## src/usp_pkg.sv

```systemverilog
// constants for the serial port shadow data window
package usp_pkg;
    // byte addresses of the sixteen mirrored data words
    localparam logic [31:0] USP_SHADOW_BASE = 32'h5000_1130;
    localparam logic [31:0] USP_SHADOW_WORD_11 = 32'h5000_115C;
    localparam logic [31:0] USP_SHADOW_WORD_12 = 32'h5000_1160;
    localparam logic [31:0] USP_SHADOW_SPAN = 32'h0000_0040;
    // control and status words placed after the window
    localparam logic [31:0] USP_CTRL_ADDR = 32'h5000_1170;
    localparam logic [31:0] USP_STAT_ADDR = 32'h5000_1174;
    // control bits: queue enable, infrared mode
    localparam int USP_CTRL_QEN = 0;
    localparam int USP_CTRL_IR = 1;
    localparam logic [1:0] USP_CTRL_RESET = 2'h0;
    // status bits: data ready, overrun (write one to clear), tx holding empty
    localparam int USP_STAT_DR = 0;
    localparam int USP_STAT_OVR = 1;
    localparam int USP_STAT_TX_HOLDING_EMPTY_FLAG = 5;
    localparam int USP_STAT_RXCNT = 8;
    localparam int USP_STAT_TXCNT = 16;
    // bus answers
    localparam logic [1:0] USP_RESP_OKAY = 2'h0;
    localparam logic [1:0] USP_RESP_SLVERR = 2'h2;
    localparam logic [7:0] USP_BYTE_RESET = 8'h00;
endpackage : usp_pkg

```

## src/usp_shadow_port.sv

```systemverilog
// serial port shadow data window: receive and transmit queues behind AXI4-Lite
//
// The AXI4-Lite register port was left to the implementer.
`timescale 1ns/1ps
module usp_shadow_port
    import usp_pkg::*;
#(
    parameter int DEPTH = 16
) (
    input wire logic clk_sys,
    input wire logic reset,
    // AXI4-Lite slave
    input wire logic [31:0] awaddr,
    input wire logic awvalid,
    output logic awready,
    input wire logic [31:0] wdata,
    input wire logic [3:0] wstrb,
    input wire logic wvalid,
    output logic wready,
    output logic [1:0] bresp,
    output logic bvalid,
    input wire logic bready,
    input wire logic [31:0] araddr,
    input wire logic arvalid,
    output logic arready,
    output logic [31:0] rdata,
    output logic [1:0] rresp,
    output logic rvalid,
    input wire logic rready,
    // bytes from the line and infrared deserialisers
    input wire logic [7:0] rxLineByte,
    input wire logic rxLineValid,
    input wire logic [7:0] rxIrByte,
    input wire logic rxIrValid,
    // byte to the serialiser; txOnIr picks the infrared output
    output logic [7:0] txByte,
    output logic txValid,
    output logic txOnIr,
    input wire logic txTaken,
    // flags for the line status logic
    output logic dataReady,
    output logic overrunErr,
    output logic txHoldEmpty
);
    localparam int PW = $clog2(DEPTH);
    localparam int CW = $clog2(DEPTH + 1);

    // pointer wrap needs a power-of-two depth; the status count fields fit up to 64
    if (DEPTH < 2 || DEPTH > 64 || (DEPTH & (DEPTH - 1)) != 0) begin : g_bad_depth
        $error("usp_shadow_port: DEPTH must be a power of two from 2 to 64");
    end

    logic [7:0] rxMem [DEPTH];  // receive queue storage
    logic [7:0] txMem [DEPTH];  // transmit queue storage
    logic [PW-1:0] rxWr_reg, rxRd_reg, txWr_reg, txRd_reg;
    logic [CW-1:0] rxCnt_reg, txCnt_reg;
    logic [1:0] ctrl_reg;       // queue enable, infrared mode
    logic ovr_reg;              // sticky overrun
    logic [31:0] awAddr_reg;    // captured write address
    logic [31:0] wData_reg;     // captured write data
    logic wStrb0_reg;           // low byte lane enabled
    logic awHave_reg, wHave_reg;
    logic awready_reg, wready_reg, bvalid_reg, arready_reg, rvalid_reg;
    logic [1:0] bresp_reg, rresp_reg;
    logic [31:0] rdata_reg;
    logic [7:0] txByte_reg;
    logic txValid_reg, txOnIr_reg;

    // mode selects
    wire qEn = ctrl_reg[USP_CTRL_QEN];
    wire irMode = ctrl_reg[USP_CTRL_IR];

    // address decode: any aligned word of the window is the data port
    wire wrShadow = (awAddr_reg >= USP_SHADOW_BASE)
        && (awAddr_reg < USP_SHADOW_BASE + USP_SHADOW_SPAN)
        && (awAddr_reg[1:0] == 2'h0);
    wire wrCtrl = (awAddr_reg == USP_CTRL_ADDR);
    wire wrStat = (awAddr_reg == USP_STAT_ADDR);
    wire rdShadow = (araddr >= USP_SHADOW_BASE)
        && (araddr < USP_SHADOW_BASE + USP_SHADOW_SPAN)
        && (araddr[1:0] == 2'h0);
    wire rdCtrl = (araddr == USP_CTRL_ADDR);
    wire rdStat = (araddr == USP_STAT_ADDR);

    // bus events
    wire wrDo = awHave_reg && wHave_reg && !bvalid_reg;
    wire rdDo = arvalid && arready_reg;
    wire wrOk = wrShadow || wrCtrl || wrStat;
    wire rdOk = rdShadow || rdCtrl || rdStat;

    // toggling queue enable flushes both queues, as a classic port does
    wire qFlush = wrDo && wrCtrl && (wData_reg[USP_CTRL_QEN] != qEn);

    // receive side: infrared input replaces the line input in infrared mode
    wire rxPush = irMode ? rxIrValid : rxLineValid;
    wire [7:0] rxIn = irMode ? rxIrByte : rxLineByte;
    wire rxPop = rdDo && rdShadow && (rxCnt_reg != '0);
    wire rxFull = qEn ? (rxCnt_reg == CW'(DEPTH)) : (rxCnt_reg != '0);
    wire rxBlocked = rxFull && !rxPop;
    wire rxStore = rxPush && !rxBlocked;
    wire rxOverwrite = rxPush && rxBlocked && !qEn;
    wire rxOverrun = rxPush && rxBlocked;
    wire [7:0] rxHead = rxMem[rxRd_reg];

    // transmit side: low lane only, reserved upper three bytes dropped
    wire txWrite = wrDo && wrShadow && wStrb0_reg;
    wire txPop = (txCnt_reg != '0) && (!txValid_reg || txTaken);
    wire txFull = qEn ? (txCnt_reg == CW'(DEPTH)) : (txCnt_reg != '0);
    wire txBlocked = txFull && !txPop;
    wire txStore = txWrite && !txBlocked;
    wire txOverwrite = txWrite && txBlocked && !qEn;

    // read data mux; upper bits of the data word always zero
    wire [31:0] statWord = {{(16-CW){1'b0}}, txCnt_reg, {(8-CW){1'b0}}, rxCnt_reg,
        2'h0, (txCnt_reg == '0), 3'h0, ovr_reg, (rxCnt_reg != '0)};
    wire [31:0] rdMux = rdShadow ? {24'h0, rxHead} :
        rdCtrl ? {30'h0, ctrl_reg} : rdStat ? statWord : 32'h0;

    // receive queue storage
    always_ff @(posedge clk_sys) begin
        if (rxStore) begin
            rxMem[rxWr_reg] <= rxIn;
        end else if (rxOverwrite) begin
            rxMem[rxRd_reg] <= rxIn;
        end
    end

    // receive pointers and fill level
    always_ff @(posedge clk_sys) begin
        if (reset || qFlush) begin
            rxWr_reg <= '0;
            rxRd_reg <= '0;
            rxCnt_reg <= '0;
        end else begin
            if (rxStore) begin
                rxWr_reg <= rxWr_reg + PW'(1);
            end
            if (rxPop) begin
                rxRd_reg <= rxRd_reg + PW'(1);
            end
            // a full queue keeps its level when the arrival is dropped
            rxCnt_reg <= rxCnt_reg + CW'(rxStore) - CW'(rxPop);
        end
    end

    // sticky overrun: a new overrun beats a clear in the same cycle
    always_ff @(posedge clk_sys) begin
        if (reset) begin
            ovr_reg <= 1'b0;
        end else if (rxOverrun) begin
            ovr_reg <= 1'b1;
        end else if (wrDo && wrStat && wData_reg[USP_STAT_OVR]) begin
            ovr_reg <= 1'b0;
        end
    end

    // transmit queue storage
    always_ff @(posedge clk_sys) begin
        if (txStore) begin
            txMem[txWr_reg] <= wData_reg[7:0];
        end else if (txOverwrite) begin
            txMem[txRd_reg] <= wData_reg[7:0];
        end
    end

    // transmit pointers and fill level; full-queue writes are lost with queues on, overwrite the pending byte with queues off
    always_ff @(posedge clk_sys) begin
        if (reset || qFlush) begin
            txWr_reg <= '0;
            txRd_reg <= '0;
            txCnt_reg <= '0;
        end else begin
            if (txStore) begin
                txWr_reg <= txWr_reg + PW'(1);
            end
            if (txPop) begin
                txRd_reg <= txRd_reg + PW'(1);
            end
            txCnt_reg <= txCnt_reg + CW'(txStore) - CW'(txPop);
        end
    end

    // output stage to the serialiser, steered by the mode at load time
    always_ff @(posedge clk_sys) begin
        if (reset) begin
            txValid_reg <= 1'b0;
            txByte_reg <= USP_BYTE_RESET;
            txOnIr_reg <= 1'b0;
        end else if (txPop) begin
            txValid_reg <= 1'b1;
            txByte_reg <= txMem[txRd_reg];
            txOnIr_reg <= irMode;
        end else if (txTaken) begin
            txValid_reg <= 1'b0;
        end
    end

    // control register
    always_ff @(posedge clk_sys) begin
        if (reset) begin
            ctrl_reg <= USP_CTRL_RESET;
        end else if (wrDo && wrCtrl && wStrb0_reg) begin
            ctrl_reg <= wData_reg[1:0];
        end
    end

    // write address and data are taken independently, in either order
    always_ff @(posedge clk_sys) begin
        if (reset) begin
            awHave_reg <= 1'b0;
            wHave_reg <= 1'b0;
            awready_reg <= 1'b0;
            wready_reg <= 1'b0;
            awAddr_reg <= 32'h0;
            wData_reg <= 32'h0;
            wStrb0_reg <= 1'b0;
        end else begin
            awready_reg <= awvalid && !awready_reg && !awHave_reg && !bvalid_reg;
            wready_reg <= wvalid && !wready_reg && !wHave_reg && !bvalid_reg;
            if (awvalid && awready_reg) begin
                awHave_reg <= 1'b1;
                awAddr_reg <= awaddr;
            end else if (wrDo) begin
                awHave_reg <= 1'b0;
            end
            if (wvalid && wready_reg) begin
                wHave_reg <= 1'b1;
                wData_reg <= wdata;
                wStrb0_reg <= wstrb[0];
            end else if (wrDo) begin
                wHave_reg <= 1'b0;
            end
        end
    end

    // write response once both halves are in
    always_ff @(posedge clk_sys) begin
        if (reset) begin
            bvalid_reg <= 1'b0;
            bresp_reg <= USP_RESP_OKAY;
        end else if (wrDo) begin
            bvalid_reg <= 1'b1;
            bresp_reg <= wrOk ? USP_RESP_OKAY : USP_RESP_SLVERR;
        end else if (bready) begin
            bvalid_reg <= 1'b0;
        end
    end

    // read channel: data latched at the address handshake
    always_ff @(posedge clk_sys) begin
        if (reset) begin
            arready_reg <= 1'b0;
            rvalid_reg <= 1'b0;
            rdata_reg <= 32'h0;
            rresp_reg <= USP_RESP_OKAY;
        end else begin
            arready_reg <= arvalid && !arready_reg && !rvalid_reg;
            if (rdDo) begin
                rvalid_reg <= 1'b1;
                rdata_reg <= rdMux;
                rresp_reg <= rdOk ? USP_RESP_OKAY : USP_RESP_SLVERR;
            end else if (rready) begin
                rvalid_reg <= 1'b0;
            end
        end
    end

    // status flags registered for the line status logic
    logic dr_reg, tx_holding_empty_flag_reg;
    always_ff @(posedge clk_sys) begin
        if (reset) begin
            dr_reg <= 1'b0;
            tx_holding_empty_flag_reg <= 1'b1;
        end else begin
            dr_reg <= (rxCnt_reg + CW'(rxStore) - CW'(rxPop)) != '0;
            tx_holding_empty_flag_reg <= (txCnt_reg + CW'(txStore) - CW'(txPop)) == '0;
        end
    end

    assign awready = awready_reg;
    assign wready = wready_reg;
    assign bvalid = bvalid_reg;
    assign bresp = bresp_reg;
    assign arready = arready_reg;
    assign rvalid = rvalid_reg;
    assign rdata = rdata_reg;
    assign rresp = rresp_reg;
    assign txByte = txByte_reg;
    assign txValid = txValid_reg;
    assign txOnIr = txOnIr_reg;
    assign dataReady = dr_reg;
    assign overrunErr = ovr_reg;
    assign txHoldEmpty = tx_holding_empty_flag_reg;
endmodule : usp_shadow_port

```

## config.mk

```make
export PLATFORM = sky130hd
export DESIGN_NAME = usp_shadow_port
export DESIGN_NICKNAME = d
export VERILOG_FILES = /design/src/usp_pkg.sv /design/src/usp_shadow_port.sv
export SDC_FILE = /design/constraint.sdc
export NUM_CORES = 1
export LEC_CHECK = 0
export BUFFER_PORTS_ARGS = -buffer_cell sky130_fd_sc_hd__buf_2
export CAP_MARGIN = 20
export CORE_MARGIN = 2
export CORE_UTILIZATION = 40
export DETAILED_ROUTE_END_ITERATION = 7
export PLACE_DENSITY = 0.56
export SLEW_MARGIN = 20
export SYNTH_ARGS = -nofsm -noshare
export SYNTH_HDL_FRONTEND = slang
export SYNTH_SLANG_ARGS = --single-unit
```

## constraint.sdc

```tcl
create_clock -name clk_sys -period 4.8 [get_ports clk_sys]
set_clock_uncertainty 0.2 [all_clocks]
set_input_delay 0.72 -clock clk_sys [delete_from_list [all_inputs] [get_ports clk_sys]]
set_output_delay 0.72 -clock clk_sys [all_outputs]
set_load 0.01 [all_outputs]
```

==> flow_metrics.env <==
export IMPL_cts_tree="yes"
export IMPL_synth_edf_count=256
export IMPL_place_port_buffers=136
export IMPL_max_cap_violations=0
export IMPL_final_max_slew_viol_count=0
export IMPL_fin_tns_setup_ps=0
export IMPL_async_flop_share=0
export IMPL_layout_commonest_cell="edfxtp_1"
export IMPL_dp_hpwl_um=23450
export IMPL_seq_area_um2=9953
export IMPL_swShare=0.2614
export IMPL_grt_pass1_vias=9795
export IMPL_cp_slowest_cell="mux2i_1"
export IMPL_p_seq_frac=0.448
export IMPL_dr_pass1_iters=5
export IMPL_antenna_found_initial=0
export IMPL_avgSynthCellArea_um2=14.12
export IMPL_finalHoldViolCount=0
export IMPL_max_freq_mhz=276.1
export IMPL_initial_core_util=0.4081
export IMPL_core_um2=37840
export IMPL_clk_pin_slew_ps=60
export IMPL_crit_arrival_ps=3860
export IMPL_grt_pass1_wl_um=55620
export IMPL_r2r_slack_ps=1180
export IMPL_vias=9660
export IMPL_tightest_slew_ps=1094
export IMPL_power_density_nw_per_um2=451.7
export IMPL_switchingPower_mw=2.158
export IMPL_fp_dieArea_um2=40190
export IMPL_drive_above_1_share=0.2729
export IMPL_synth_area_top_cells="edfxtp_1 50%, dfxtp_1 15%, mux4_2 11%, a21oi_1 3.1%, nand2_1 2.9%"
export IMPL_synthesis_area_um2=15440
export IMPL_fin_crit_sh=0.7547
export IMPL_yosys_area_top_type="edfxtp_1"
export IMPL_ys_seq_area_frac=0.6443
export IMPL_die_height_um=200.5
export IMPL_avgViaCountPerCell=5.376
export IMPL_drc=0
export IMPL_cp_required_ps=5040
export IMPL_fill_cells=3371
export IMPL_post_cts_repair_setup_buffers=0
export IMPL_h_tree_depth=2
export IMPL_rsz0062_at_grt="no"
export IMPL_clock_root_buffer="clkbuf_16"
export IMPL_grt_max_degree=71
export IMPL_hp_class="input pin to flop"
export IMPL_diodes=0
export IMPL_netlist_instances=1094
export IMPL_crit_type="flop to flop"
export IMPL_cts_resized=0
export IMPL_cts_sinks=369
export IMPL_place_congestion=0.8029
export IMPL_synthDistinctLibCells=60
export IMPL_clockBufferDepth=3
export IMPL_area_delta_synth_final_pct=18.35
export IMPL_rows=71
export IMPL_yosys_most_used_dff="edfxtp_1"
export IMPL_slowest_delay_ps=500
export IMPL_globalRouteTotalUtil=0.1774
export IMPL_avgRoutedWirePerCell_um=19.91
export IMPL_setup_violations_final=0
export IMPL_yosysWarnings=0
export IMPL_max_vdd_ir_drop_uv=198.8
export IMPL_worst_setup_path_end_kind="flop"
export IMPL_layout_nets=1396
export IMPL_cts_buffers_inserted=40
export IMPL_clkLatencyLatePin_ps=550
export IMPL_multi_input_area_um2=5191
export IMPL_crit_fanout=6
export IMPL_pwr_share_comb=0.158
export IMPL_slew_headroom=0.2699
export IMPL_grt_overflow=0
export IMPL_min_period_ps=3622
export IMPL_drt_wl_total_um=35780
export IMPL_ys_seq_elements=369
export IMPL_hold_buffers=0
export IMPL_synth_top_area_share=0.4978
export IMPL_clockPowerShare=0.394
export IMPL_ant_nets=0
export IMPL_p_leak_nw=6.380
export IMPL_status="completed"
export IMPL_startpoint_type="flop"
export IMPL_p_int_mw=6.097
export IMPL_dr_first_iter_drc_count=726
export IMPL_path_cells="inv_1 -> ha_1 -> nor3b_1 -> mux2i_1 -> nand3_1 -> xnor2_1 -> ha_1 -> fa_1 -> a21oi_1 -> nor2_1 -> nor2_1 -> xnor2_1 -> a41o_1"
export IMPL_dieWidth_um=200.5
export IMPL_mostFrequentLayoutCells="256 x edfxtp_1, 136 x buf_2, 118 x nand2_1"
export IMPL_finalCoreUtilization=0.4829
export IMPL_num_io_pins=180
[final cells by class]
type                    count  area share
clock buffers              56     0.06079
clock inverters            18     0.01677
inverters                  11    0.002259
multi-input cells         650      0.2840
flip-flops and latches    369      0.5446
well taps                 511     0.03498
repair buffers            182     0.05655
[cells by family after synthesis]
kind of cell    share of synthesized area
fa+ha+maj                         0.01394
flops                              0.6443
simple gates                       0.1070
mux                                0.1234
buf+inv                           0.02633
other cells                     0.0002428
xor+xnor                         0.007941
compound gates                    0.07689
[power by group through the flow]
stage	logic, mW	clock network, mW	registers [mW]
2_1_floorplan	1.00	0	3.67
3_3_place_gp	1.29	0	3.76
3_5_place_dp	1.31	0	3.76
4_1_cts	1.31	3.33	3.70
5_1_grt	1.45	3.45	3.72
6_report	1.30	3.26	3.70
[synthesized netlist by cell type (4+ instances only)]
master / n
a211o_1: 10
a211oi_1: 11
a21o_1: 6
a21oi_1: 95
a22o_1: 5
a22oi_1: 13
and2_1: 8
and3_1: 9
and4_1: 4
buf_1: 8
buf_2: 7
buf_4: 16
clkbuf_1: 48
dfxtp_1: 113
edfxtp_1: 256
ha_1: 14
inv_1: 11
mux2_2: 11
mux2i_1: 16
mux4_2: 72
nand2_1: 119
nand2b_1: 15
nand3_1: 17
nand3b_1: 6
nand4_1: 11
nand4b_1: 5
nor2_1: 48
nor2b_1: 10
nor3_1: 7
nor4_1: 8
nor4b_1: 8
o211ai_1: 5
o21ai_0: 5
o22ai_1: 13
o31ai_1: 5
o32ai_1: 4
or2_2: 4
or3_1: 10
or3b_2: 4
or4_1: 12
xnor2_1: 11
[stage by stage]
| step | instances | hold WS, ps | area [um2] | setup slack, ps | power (mW) |
|---|---|---|---|---|---|
| 3_3_place_gp | 1722 | 238.2 | 16830 | 907.4 | 5.056 |
| 4_1_cts | 1796 | 175.8 | 18250 | 1174 | 8.334 |
| 3_5_place_dp | 1722 | 246.3 | 16830 | 861.7 | 5.068 |
| 5_1_grt | 1797 | 200.6 | 18280 | 782.4 | 8.620 |
| 6_report | 1797 | 197.3 | 18280 | 1178 | 8.255 |
| 2_1_floorplan | 1109 | 229.5 | 15500 | 902.4 | 4.669 |
[critical path: cells and delay by family (launching register included)]
| family | cells | cell delay (ps) |
|---|---|---|
| muxes | 1 | 500 |
| DFF | 1 | 350 |
| and+or+nand+nor | 4 | 870 |
| adders and majority gates | 3 | 790 |
| xor gates and xnor gates | 2 | 330 |
| AOI/OAI and AO/OA | 2 | 380 |
| buffers and inverters | 1 | 90 |
[path summary, 6_finish.rpt]
check / end / cells past startpoint / startpoint
max: txHoldEmpty / 13 / txCnt_reg[3]
max reg2reg: txHoldEmpty / 13 / txCnt_reg[3]
min reg2reg: txByte[5] / 2 / txByte[5]
min: wData_reg[4] / 3 / wdata[4]
[per-layer routing]
metal	up-vias	global-route usage	share of wire	wire length, um
li1	4516	-	-	-
met1	4851	0.2486	0.46	16630
met2	242	0.2878	0.47	16840
met3	51	0.02987	0.044	1564
met4	0	0.04762	0.021	746
met5	-	0	0	0
No activity file was read; power rests on OpenSTA's default activity.
